<file path="config.mk">
export PLATFORM = sky130hd
export DESIGN_NAME = sbcms_top
export DESIGN_NICKNAME = d
export VERILOG_FILES = /design/src/logic/sbcms_pkg.sv /design/src/logic/sbcms_top.sv
export SDC_FILE = /design/constraint.sdc
export NUM_CORES = 1
export LEC_CHECK = 0
export BUFFER_PORTS_ARGS = -buffer_cell sky130_fd_sc_hd__buf_2
export CORE_MARGIN = 4
export CORE_UTILIZATION = 40
export CTS_CLUSTER_SIZE = 25
export DETAILED_ROUTE_END_ITERATION = 7
export SLEW_MARGIN = 20
export SYNTH_ARGS = -nofsm -noshare
export SYNTH_HDL_FRONTEND = slang
export SYNTH_SLANG_ARGS = --single-unit
</file>
<file path="constraint.sdc">
create_clock -name clk_sys_i -period 5.6 [get_ports clk_sys_i]
set_input_delay 1.12 -clock clk_sys_i [delete_from_list [all_inputs] [get_ports clk_sys_i]]
set_output_delay 1.12 -clock clk_sys_i [all_outputs]
set_load 0.02 [all_outputs]
</file>
<file path="src/logic/sbcms_pkg.sv">
// Package of constants and types for the operating-mode sequencer and configuration capture
`default_nettype none
package sbcms_pkg;

	// ****************************************
	// Clock and timing
	// ****************************************
	localparam int CLK_PERIOD_PS      = 4000;
	// Filter time of the configuration pin, least time, rounded up
	localparam int CFG_FILTER_TIME_NS = 2000;
	localparam int CFG_FILTER_CYCLES  = (CFG_FILTER_TIME_NS * 1000 + CLK_PERIOD_PS - 1) / CLK_PERIOD_PS;
	// Reset delay time, least time, rounded up; above 4096 cycles, so the top exposes it
	localparam int RESET_DELAY_TIME_NS = 10000000;
	// Divide first: the nanosecond figure times 1000 would overflow a 32-bit int
	localparam int RESET_DELAY_CYCLES  = RESET_DELAY_TIME_NS / (CLK_PERIOD_PS / 1000);
	localparam logic [4:0]  FILT_LAST  = 5'(0);

	// ****************************************
	// Operating modes, Gray coded along Init-Normal-Stop-Sleep-Restart-FailSafe
	// ****************************************
	typedef enum logic [2:0] {
		SBCMS_INIT      = 3'h0,
		SBCMS_NORMAL    = 3'h1,
		SBCMS_STOP      = 3'h3,
		SBCMS_SLEEP     = 3'h2,
		SBCMS_RESTART   = 3'h6,
		SBCMS_FAILSAFE  = 3'h7
	} sbcms_mode_e;

	// Requests written into the mode field
	localparam logic [1:0] MREQ_NORMAL  = 2'h0;
	localparam logic [1:0] MREQ_SLEEP   = 2'h1;
	localparam logic [1:0] MREQ_STOP    = 2'h2;
	localparam logic [1:0] MREQ_SOFTRST = 2'h3;

	// ****************************************
	// Register map (byte addresses, 32-bit words, data in low bits)
	// ****************************************
	localparam logic [7:0] ADR_MODE_CTRL = 8'h00;
	localparam logic [7:0] ADR_HW_CTRL   = 8'h04;
	localparam logic [7:0] ADR_STATUS    = 8'h08;
	localparam logic [7:0] ADR_FLAGS     = 8'h0C;

	// Mode control
	localparam int MODE_FLD_LSB = 0;
	localparam int MODE_FLD_MSB = 1;
	// Hardware control
	localparam int HW_CFG_SEL_BIT  = 0;
	localparam int HW_OV_RST_BIT   = 1;
	localparam int HW_AUX_ON_BIT   = 2;
	localparam int HW_LOCK_BIT     = 3;
	localparam logic HW_CFG_SEL_RST = 1'b0;
	// Status
	localparam int ST_MODE_LSB     = 0;
	localparam int ST_MODE_MSB     = 2;
	localparam int ST_DEV_BIT      = 3;
	localparam int ST_CFGPIN_BIT   = 4;
	localparam int ST_FAIL_BIT     = 5;
	localparam int ST_RSTOUT_BIT   = 6;
	// Flags, write one to clear
	localparam int FL_POR_BIT      = 0;
	localparam int FL_SUPPLY_LSB   = 1;
	localparam int FL_WDFAIL_BIT   = 4;
	localparam int N_SUPPLY_FLAGS  = 3;

endpackage
`default_nettype wire

</file>
<file path="src/logic/sbcms_top.sv">
// Operating-mode state machine and power-up hardware configuration capture
//
// The register offsets and the Wishbone register port are this design's own decisions.
`timescale 1ns/1ps
`default_nettype none

module sbcms_top
	import sbcms_pkg::*;
#(
	parameter int RD_CYCLES = RESET_DELAY_CYCLES
) (
	// Clock and power-on reset
	input  wire logic        clk_sys_i,
	input  wire logic        arst_n_i,
	// Wishbone classic slave
	input  wire logic        wb_cyc_i,
	input  wire logic        wb_stb_i,
	input  wire logic        wb_we_i,
	input  wire logic [7:0]  wb_adr_i,
	input  wire logic [3:0]  wb_sel_i,
	input  wire logic [31:0] wb_dat_i,
	output logic [31:0]      wb_dat_o,
	output logic             wb_ack_o,
	// Supervision inputs
	input  wire logic        main_supply_undervolt_i,
	input  wire logic        main_supply_warning_i,
	input  wire logic        battery_undervolt_i,
	input  wire logic        overvolt_i,
	input  wire logic        overtemp_i,
	input  wire logic        wd_fail_i,
	// Wake sources
	input  wire logic        can_wake_i,
	input  wire logic        wake_sense_input_i,
	input  wire logic        gpio_wake_i,
	// Configuration pins
	input  wire logic        test_pin_i,
	input  wire logic        interrupt_config_pin_i,
	output logic             interrupt_config_pin_pd_o,
	// Controls to the device
	output logic             reset_output_low_active_o,
	output logic             main_regulator_output_en_o,
	output logic             aux_regulator_output_en_o,
	output logic             can_force_normal_o,
	output logic             wd_long_window_start_o,
	output logic             wd_halt_o,
	output logic             fail_output_o,
	output logic [2:0]       mode_o,
	output logic             config_pin_state_o
);

	// ****************************************
	// Declarations
	// ****************************************
	sbcms_mode_e mode_r, mode_nxt;
	logic [1:0]  mode_fld_r;
	logic        cfg_sel_r, ov_rst_r, aux_on_r, lock_r;
	logic        por_flag_r, wdfail_flag_r;
	logic [N_SUPPLY_FLAGS-1:0] supply_flag_r;
	logic [N_SUPPLY_FLAGS-1:0] supply_in;
	logic        reset_output_low_active_r, released_once_r, dev_r, first_fail_r, ot_seen_r;
	logic [31:0] rd_cnt_r;
	logic        rd_done, rel_now;
	logic [15:0] filt_cnt_r;
	logic        pin_prev_r, filt_val_r, filt_valid_r, cfg_state_r;
	logic        pd_r, lw_start_r, fo_r;
	logic        ack_r;
	logic [31:0] dat_r;
	logic        acc, wr, wr_mode, wr_hw, wr_flags, soft_rst;
	logic        wake_any, wd_evt, ov_evt, uv_evt, fault_restart, fault_failsafe;

	// Mode in which the watchdog, supply and overvoltage supervision react
	function automatic logic supervised(input sbcms_mode_e m);
		return (m == SBCMS_INIT) || (m == SBCMS_NORMAL) || (m == SBCMS_STOP);
	endfunction

	// ****************************************
	// Bus decode
	// ****************************************
	// One access equals one 32-bit register word; taken at the edge that raises ack
	assign acc      = wb_cyc_i && wb_stb_i && !ack_r;
	assign wr       = acc && wb_we_i && wb_sel_i[0];
	assign wr_mode  = wr && (wb_adr_i == ADR_MODE_CTRL);
	assign wr_hw    = wr && (wb_adr_i == ADR_HW_CTRL);
	assign wr_flags = wr && (wb_adr_i == ADR_FLAGS);
	assign soft_rst = wr_mode && (wb_dat_i[MODE_FLD_MSB:MODE_FLD_LSB] == MREQ_SOFTRST);

	// ****************************************
	// Event decode
	// ****************************************
	assign wake_any = can_wake_i || wake_sense_input_i || gpio_wake_i;
	// Watchdog failures count only once the reset output has gone high
	assign wd_evt   = wd_fail_i && !dev_r && reset_output_low_active_r && supervised(mode_r);
	assign ov_evt   = overvolt_i && ov_rst_r && reset_output_low_active_r && supervised(mode_r);
	// Undervoltage restarts only after the first release at power-up
	assign uv_evt   = main_supply_undervolt_i && released_once_r && reset_output_low_active_r && supervised(mode_r);
	// With pin state zero, a failure with select one, the second failure with select zero, or an overvoltage reset ends in Fail-Safe
	assign fault_failsafe = (wd_evt && !cfg_state_r && (cfg_sel_r || first_fail_r)) ||
	                        (ov_evt && !cfg_state_r);
	assign fault_restart  = (wd_evt || ov_evt || uv_evt) && !fault_failsafe;

	// ****************************************
	// Reset delay
	// ****************************************
	assign rd_done = (rd_cnt_r >= 32'(RD_CYCLES));
	// Release only while the supply is above its threshold and no overtemperature forces Fail-Safe
	assign rel_now = !reset_output_low_active_r && rd_done && !main_supply_undervolt_i && !overtemp_i &&
	                 ((mode_r == SBCMS_INIT) || (mode_r == SBCMS_RESTART));

	// Counter restarts whenever the reset output is high or the supply dips
	always_ff @(posedge clk_sys_i or negedge arst_n_i) begin
		if (!arst_n_i) begin
			rd_cnt_r <= 32'h0000_0000;
		end else if (reset_output_low_active_r || main_supply_undervolt_i ||
		             (mode_r != SBCMS_INIT && mode_r != SBCMS_RESTART)) begin
			rd_cnt_r <= 32'h0000_0000;
		end else if (!rd_done) begin
			rd_cnt_r <= rd_cnt_r + 32'h0000_0001;
		end
	end

	// ****************************************
	// Mode machine
	// ****************************************
	// Priority: fault, then wake, then host request
	always_comb begin
		mode_nxt = mode_r;
		unique case (mode_r)
			SBCMS_INIT: begin
				// Wake events are ignored here
				if (fault_failsafe || overtemp_i) begin
					mode_nxt = SBCMS_FAILSAFE;
				end else if (fault_restart) begin
					mode_nxt = SBCMS_RESTART;
				end else if (acc && !soft_rst) begin
					mode_nxt = SBCMS_NORMAL;
				end
			end
			SBCMS_NORMAL, SBCMS_STOP: begin
				if (fault_failsafe || overtemp_i) begin
					mode_nxt = SBCMS_FAILSAFE;
				end else if (fault_restart) begin
					mode_nxt = SBCMS_RESTART;
				end else if (soft_rst) begin
					mode_nxt = SBCMS_INIT;
				end else if (wr_mode) begin
					unique case (wb_dat_i[MODE_FLD_MSB:MODE_FLD_LSB])
						MREQ_NORMAL: mode_nxt = SBCMS_NORMAL;
						MREQ_SLEEP:  mode_nxt = SBCMS_SLEEP;
						MREQ_STOP:   mode_nxt = SBCMS_STOP;
						MREQ_SOFTRST: mode_nxt = SBCMS_INIT;
					endcase
				end
			end
			SBCMS_SLEEP: begin
				if (wake_any) begin
					mode_nxt = SBCMS_RESTART;
				end
			end
			SBCMS_RESTART: begin
				if (overtemp_i) begin
					mode_nxt = SBCMS_FAILSAFE;
				end else if (rel_now) begin
					mode_nxt = SBCMS_NORMAL;
				end
			end
			SBCMS_FAILSAFE: begin
				if (wake_any || (ot_seen_r && !overtemp_i)) begin
					mode_nxt = SBCMS_RESTART;
				end
			end
			default: mode_nxt = SBCMS_INIT;
		endcase
	end

	// Single state register keeps the modes exclusive
	always_ff @(posedge clk_sys_i or negedge arst_n_i) begin
		if (!arst_n_i) begin
			mode_r <= SBCMS_INIT;
		end else begin
			mode_r <= mode_nxt;
		end
	end

	// Overtemperature entry is remembered so its clearing can end Fail-Safe
	always_ff @(posedge clk_sys_i or negedge arst_n_i) begin
		if (!arst_n_i) begin
			ot_seen_r <= 1'b0;
		end else if (mode_r != SBCMS_FAILSAFE) begin
			ot_seen_r <= overtemp_i;
		end else if (overtemp_i) begin
			ot_seen_r <= 1'b1;
		end
	end

	// ****************************************
	// Reset output and watchdog start
	// ****************************************
	always_ff @(posedge clk_sys_i or negedge arst_n_i) begin
		if (!arst_n_i) begin
			reset_output_low_active_r          <= 1'b0;
			released_once_r <= 1'b0;
			lw_start_r      <= 1'b0;
		end else begin
			lw_start_r <= rel_now;
			if (rel_now) begin
				reset_output_low_active_r          <= 1'b1;
				released_once_r <= 1'b1;
			end else if (mode_nxt == SBCMS_RESTART || mode_nxt == SBCMS_FAILSAFE ||
			             mode_nxt == SBCMS_SLEEP) begin
				reset_output_low_active_r <= 1'b0;
			end
		end
	end

	// ****************************************
	// Configuration pin capture
	// ****************************************
	// Weak pull-down while reset is held and the power-on flag is still set
	always_ff @(posedge clk_sys_i or negedge arst_n_i) begin
		if (!arst_n_i) begin
			pd_r <= 1'b0;
		end else begin
			pd_r <= por_flag_r && !reset_output_low_active_r && !rel_now;
		end
	end

	// Continuous filter: a level counts once stable for the whole filter time
	always_ff @(posedge clk_sys_i or negedge arst_n_i) begin
		if (!arst_n_i) begin
			pin_prev_r   <= 1'b0;
			filt_cnt_r   <= 16'h0000;
			filt_val_r   <= 1'b0;
			filt_valid_r <= 1'b0;
		end else begin
			pin_prev_r <= interrupt_config_pin_i;
			if (interrupt_config_pin_i != pin_prev_r) begin
				filt_cnt_r <= 16'h0000;
			end else if (filt_cnt_r < 16'(CFG_FILTER_CYCLES - 1)) begin
				filt_cnt_r <= filt_cnt_r + 16'h0001;
			end else begin
				filt_val_r   <= interrupt_config_pin_i;
				filt_valid_r <= 1'b1;
			end
		end
	end

	// Latched only at reset release with the power-on flag set, held otherwise
	always_ff @(posedge clk_sys_i or negedge arst_n_i) begin
		if (!arst_n_i) begin
			cfg_state_r <= 1'b0;
		end else if (rel_now && por_flag_r) begin
			cfg_state_r <= filt_valid_r ? filt_val_r : 1'b0;
		end
	end

	// Development mode follows the test pin only while in Init
	always_ff @(posedge clk_sys_i or negedge arst_n_i) begin
		if (!arst_n_i) begin
			dev_r <= 1'b0;
		end else if (mode_r == SBCMS_INIT) begin
			dev_r <= test_pin_i;
		end
	end

	// ****************************************
	// Watchdog failure bookkeeping
	// ****************************************
	// Fail output on first failure with select one, on second with select zero
	always_ff @(posedge clk_sys_i or negedge arst_n_i) begin
		if (!arst_n_i) begin
			first_fail_r <= 1'b0;
			fo_r         <= 1'b0;
		end else begin
			if (wd_evt) begin
				first_fail_r <= 1'b1;
			end else if (soft_rst) begin
				first_fail_r <= 1'b0;
			end
			// Set wins over the software clear
			if ((wd_evt && (cfg_sel_r || first_fail_r)) || ov_evt) begin
				fo_r <= 1'b1;
			end else if (wr_flags && wb_dat_i[FL_WDFAIL_BIT]) begin
				fo_r <= 1'b0;
			end
		end
	end

	// ****************************************
	// Control registers
	// ****************************************
	// Mode field holds the last written request that changed the mode, cleared through Restart
	always_ff @(posedge clk_sys_i or negedge arst_n_i) begin
		if (!arst_n_i) begin
			mode_fld_r <= MREQ_NORMAL;
		end else if (mode_nxt == SBCMS_RESTART || soft_rst) begin
			mode_fld_r <= MREQ_NORMAL;
		end else if (wr_mode && mode_nxt != mode_r) begin
			mode_fld_r <= wb_dat_i[MODE_FLD_MSB:MODE_FLD_LSB];
		end
	end

	// Soft reset restores these, the lock bit and the locked select bit excepted
	always_ff @(posedge clk_sys_i or negedge arst_n_i) begin
		if (!arst_n_i) begin
			cfg_sel_r <= HW_CFG_SEL_RST;
			ov_rst_r  <= 1'b0;
			aux_on_r  <= 1'b0;
			lock_r    <= 1'b0;
		end else if (soft_rst) begin
			if (!lock_r) begin
				cfg_sel_r <= HW_CFG_SEL_RST;
			end
			ov_rst_r <= 1'b0;
			aux_on_r <= 1'b0;
		end else if (wr_hw) begin
			if (!lock_r) begin
				cfg_sel_r <= wb_dat_i[HW_CFG_SEL_BIT];
			end
			ov_rst_r <= wb_dat_i[HW_OV_RST_BIT];
			aux_on_r <= wb_dat_i[HW_AUX_ON_BIT];
			// Lock can only be set; it stays until power is lost
			lock_r   <= lock_r || wb_dat_i[HW_LOCK_BIT];
		end
	end

	// ****************************************
	// Flags
	// ****************************************
	// Power-on flag set by reset, cleared by the host
	always_ff @(posedge clk_sys_i or negedge arst_n_i) begin
		if (!arst_n_i) begin
			por_flag_r <= 1'b1;
		end else if (wr_flags && wb_dat_i[FL_POR_BIT]) begin
			por_flag_r <= 1'b0;
		end
	end

	always_ff @(posedge clk_sys_i or negedge arst_n_i) begin
		if (!arst_n_i) begin
			wdfail_flag_r <= 1'b0;
		end else if (wd_evt) begin
			wdfail_flag_r <= 1'b1;
		end else if (wr_flags && wb_dat_i[FL_WDFAIL_BIT]) begin
			wdfail_flag_r <= 1'b0;
		end
	end

	assign supply_in = {battery_undervolt_i, main_supply_undervolt_i, main_supply_warning_i};

	// Supply flags cannot set until the first release, though the host can clear them before it; set beats clear
	generate
		for (genvar g = 0; g < N_SUPPLY_FLAGS; g++) begin : g_supply
			always_ff @(posedge clk_sys_i or negedge arst_n_i) begin
				if (!arst_n_i) begin
					supply_flag_r[g] <= 1'b0;
				end else if (released_once_r && supply_in[g]) begin
					supply_flag_r[g] <= 1'b1;
				end else if (wr_flags && wb_dat_i[FL_SUPPLY_LSB + g]) begin
					supply_flag_r[g] <= 1'b0;
				end
			end
		end
	endgenerate

	// ****************************************
	// Bus answer
	// ****************************************
	// Ack one cycle after the strobe; unmapped reads return zero
	always_ff @(posedge clk_sys_i or negedge arst_n_i) begin
		if (!arst_n_i) begin
			ack_r <= 1'b0;
			dat_r <= 32'h0000_0000;
		end else begin
			ack_r <= acc;
			dat_r <= 32'h0000_0000;
			if (acc) begin
				unique case (wb_adr_i)
					ADR_MODE_CTRL: dat_r[MODE_FLD_MSB:MODE_FLD_LSB] <= mode_fld_r;
					ADR_HW_CTRL: begin
						dat_r[HW_CFG_SEL_BIT] <= cfg_sel_r;
						dat_r[HW_OV_RST_BIT]  <= ov_rst_r;
						dat_r[HW_AUX_ON_BIT]  <= aux_on_r;
						dat_r[HW_LOCK_BIT]    <= lock_r;
					end
					ADR_STATUS: begin
						dat_r[ST_MODE_MSB:ST_MODE_LSB] <= mode_r;
						dat_r[ST_DEV_BIT]    <= dev_r;
						dat_r[ST_CFGPIN_BIT] <= cfg_state_r;
						dat_r[ST_FAIL_BIT]   <= fo_r;
						dat_r[ST_RSTOUT_BIT] <= reset_output_low_active_r;
					end
					ADR_FLAGS: begin
						dat_r[FL_POR_BIT]    <= por_flag_r;
						dat_r[FL_SUPPLY_LSB +: N_SUPPLY_FLAGS] <= supply_flag_r;
						dat_r[FL_WDFAIL_BIT] <= wdfail_flag_r;
					end
					default: dat_r <= 32'h0000_0000;
				endcase
			end
		end
	end

	// ****************************************
	// Output registers
	// ****************************************
	always_ff @(posedge clk_sys_i or negedge arst_n_i) begin
		if (!arst_n_i) begin
			main_regulator_output_en_o <= 1'b1;
			aux_regulator_output_en_o  <= 1'b0;
			can_force_normal_o         <= 1'b0;
			wd_halt_o                  <= 1'b0;
		end else begin
			// Off in Sleep and Fail-Safe, kept on in Stop
			main_regulator_output_en_o <= (mode_nxt != SBCMS_SLEEP) && (mode_nxt != SBCMS_FAILSAFE);
			aux_regulator_output_en_o  <= aux_on_r || dev_r;
			can_force_normal_o         <= dev_r;
			wd_halt_o                  <= dev_r;
		end
	end

	assign wb_ack_o                  = ack_r;
	assign wb_dat_o                  = dat_r;
	assign interrupt_config_pin_pd_o = pd_r;
	assign reset_output_low_active_o = reset_output_low_active_r;
	assign wd_long_window_start_o    = lw_start_r;
	assign fail_output_o             = fo_r;
	assign mode_o                    = mode_r;
	assign config_pin_state_o        = cfg_state_r;

endmodule
`default_nettype wire

</file>
==> flow_summary_export.csv <==
group,metric,value,unit
finish,nFillCells,988,
clock_tree,cts_sinks,85,
logic_synthesis,synthArstFlopShare,100.0,%
clock_tree,post_cts_buffers,0,
pwr,powerDensity,309.5,nW/um^2
die,start_util,41.78,%
critical_path,crit_required,5.87,ns
detailed_routing,via_count,3151,
detailed_routing,route.detailed.drc,0,
critical_path,path_class,"primary input to register",
placed_design,io_buffer_count,49,
detailed_routing,wl_per_cell,14.55,um
pwr,internal_power,982.4,uW
detailed_routing,ant_nets,0,
grt,grt_usage,14.89,%
clock_tree,cts_resized,0,
finish,layout_common_cells,"83 x dfrtp_1, 48 x buf_2, 42 x nor2_1, 25 x conb_1, 23 x nand2_1",
clock_tree,clock_latency,0.35,ns
placed_design,dpl-instance-area,4642,um^2
critical_path,critical_path_arrival,3.38,ns
status,status,"finished clean",
finish,synthToLayoutAreaGrowth,10.73,%
pwr,peakVddDrop,0.1422,mV
sta,worst_pin_slew,0.8395,ns
critical_path,cp_max_fo,24,
logic_synthesis,ys_seq_area_share,48.71,%
placed_design,hpwl,6619,um
finish,final_common_cell,"dfrtp_1",
sta,clock-skew-final,0.01369,ns
sta,slew_headroom,44.03,%
grt,antenna_found_initial,0,
pwr,p_sw_share,34.43,%
logic_synthesis,synth_edf_count,0,
detailed_routing,route.met3.wl,436,um
sta,fmax,320.7,MHz
finish,antennaDiodeCount,0,
sta,setup_tns,0,ns
finish,design_area,4841,um^2
detailed_routing,dr_wl_met2,4148,um
sta,drv_slew,0,
grt,grt_overflow,0,
logic_synthesis,yosys_warnings,0,
pwr,total_power,1498,uW
pwr,combPwrFrac,23.1,%
die,ios,105,
clock_tree,cts_tree,"yes",
sta,fin_crit_sh,55.69,%
die,die_h,112.5,um
logic_synthesis,synthFlopType,"dfrtp_1",
clock_tree,clockBufferDepth,2,
pwr,switching_power,515.8,uW
sta,rsz0062_at_grt,"false",
logic_synthesis,syn_inst,425,
detailed_routing,drt_iter0_drc,181,
detailed_routing,met1Wirelength,4186,um
detailed_routing,dr.pass1.iters,4,
clock_tree,clk_pin_slew,0.08,ns
finish,layout.nets,538,
critical_path,startpoint_type,"primary input",
detailed_routing,wirelength,8922,um
die,dieArea,12670,um^2
pwr,clkPwrFrac,29.3,%
job,drv_cap,0,
detailed_routing,highest_layer,"met4",
die,design.core.area,10460,um^2
clock_tree,numCtsBuffers,9,
sta,setup_violations,0,
finish,multi_input_area,2002,um^2
critical_path,cp-end-kind,"register",
die,num_rows,37,
grt,grt_pass1_wl,15510,um
min_path,hp-class,"register to register",
sta,layout_min_cycle_time,3.119,ns
logic_synthesis,syn_area,4372,um^2
grt,grt_pass1_vias,3089,
logic_synthesis,synth_cell_types,71,
logic_synthesis,ys_ff_latch,85,
pwr,pwr-share-seq,47.6,%
finish,layout-drive-gt1-share,20.55,%
pwr,p_leak,0.002136,uW
clock_tree,cts-htree-levels,3,
finish,final_core_util,46.27,%
sta,fin_hold_ws,0.4795,ns
die,die_w,112.5,um
detailed_routing,viasPerCell,5.140,
clock_tree,hold_buffers,0,
placed_design,gp_congestion,0.8136,
finish,register_area,2130,um^2
sta,finalHoldViolations,0,
grt,grt_max_degree,57,
logic_synthesis,syn_avg_cell_area,10.29,um^2
clock_tree,cts_root_buf,"clkbuf_8",
routing by layer:
metal  global-route usage, %  vias to the layer above
met3                   3.558                       15
li1                        -                     1537
met2                   22.63                       67
met4                   4.808                        0
met5                       0                        -
met1                   20.98                     1532
Yosys cell counts (4+ instances only):
cell type  number  area, um^2
dfrtp_1        83        2077
xnor2_1        20       175.2
a21oi_1        13       65.06
nor4_2          6       75.07
nor2b_1         7       43.79
nor4_1          6       37.54
ha_1            6       75.07
nand2b_1        5       31.28
nand2_1        23       86.33
clkbuf_1       11       41.29
nand3_1        10       50.05
nor3_1         15       75.07
a22o_1          5       43.79
and2_1         18       112.6
inv_1          19       71.32
o21ai_0        11       55.05
nor2_1         42       157.7
xor2_1          8       70.07
or3_1           7       43.79
or2_2           4       25.02
buf_4          26       195.2
o211ai_1        6       45.04
worst paths after layout:
| check | start | to | slack (ns) | depth (start not counted) |
|---|---|---|---|---|
| max | main_supply_undervolt_i | mode_fld_r[1] | 2.48 | 8 |
| min | rd_cnt_r[23] | rd_cnt_r[23] | 0.48 | 1 |
| max reg2reg | mode_o[2] | mode_fld_r[1] | 2.70 | 8 |
| min reg2reg | rd_cnt_r[23] | rd_cnt_r[23] | 0.48 | 1 |
| max in group asynchronous | arst_n_i | lock_r | 3.89 | 2 |
| min in group asynchronous | arst_n_i | rd_cnt_r[12] | 0.69 | 1 |
final cells by class:
type	instances	share of cell area [%]
inverter	20	1.602
sequential	85	43.99
tap	136	3.515
timing repair buffer	51	5.428
clock buffer	10	2.636
multi-input combinational	305	41.35
clock inverter	6	1.473
critical path, cell delays in order:
cell and delay (ns):
buf_2 0.13, or4_1 0.91, or3_1 0.54, and2_4 0.18
inv_4 0.08, o21a_1 0.14, o211ai_1 0.10, a21oi_1 0.17
sequential cells by signal, summed over array words and instances, names as in the netlist, 2 cells and up:
| register | flops |
|---|---|
| wb_dat_o | 7 |
| rd_cnt_r | 32 |
| supply_flag_r | 3 |
| filt_cnt_r | 16 |
| mode_o | 3 |
| mode_fld_r | 2 |
stage by stage:
| step | worst slack [ns] | cells |
|---|---|---|
| 2_1_floorplan | 2.625 | 449 |
| 3_3_place_gp | 2.138 | 597 |
| 3_5_place_dp | 2.137 | 597 |
| 4_1_cts | 2.475 | 613 |
| 5_1_grt | 2.359 | 613 |
| 6_report | 2.481 | 613 |
power by group through the flow:
stage	clock, uW	sequential (uW)	combinational (uW)
after detailed placement	0	726	346
after global placement	0	725	345
after CTS	453	713	349
final	438	714	346
after floorplan	0	720	263
after global routing	483	723	388
cells by family (layout without fill, tap and decap cells):
family	count (synthesis)	in the layout	synth area share [%]
fa+ha+maj	6	6	1.717
buf+inv	59	87	7.556
xor+xnor	28	28	5.610
simple gates	168	168	21.95
mux	8	8	2.518
other cells	1	25	0.08578
compound gates	70	70	11.85
flops	85	85	48.71
No activity file was read; power rests on OpenSTA's default activity.
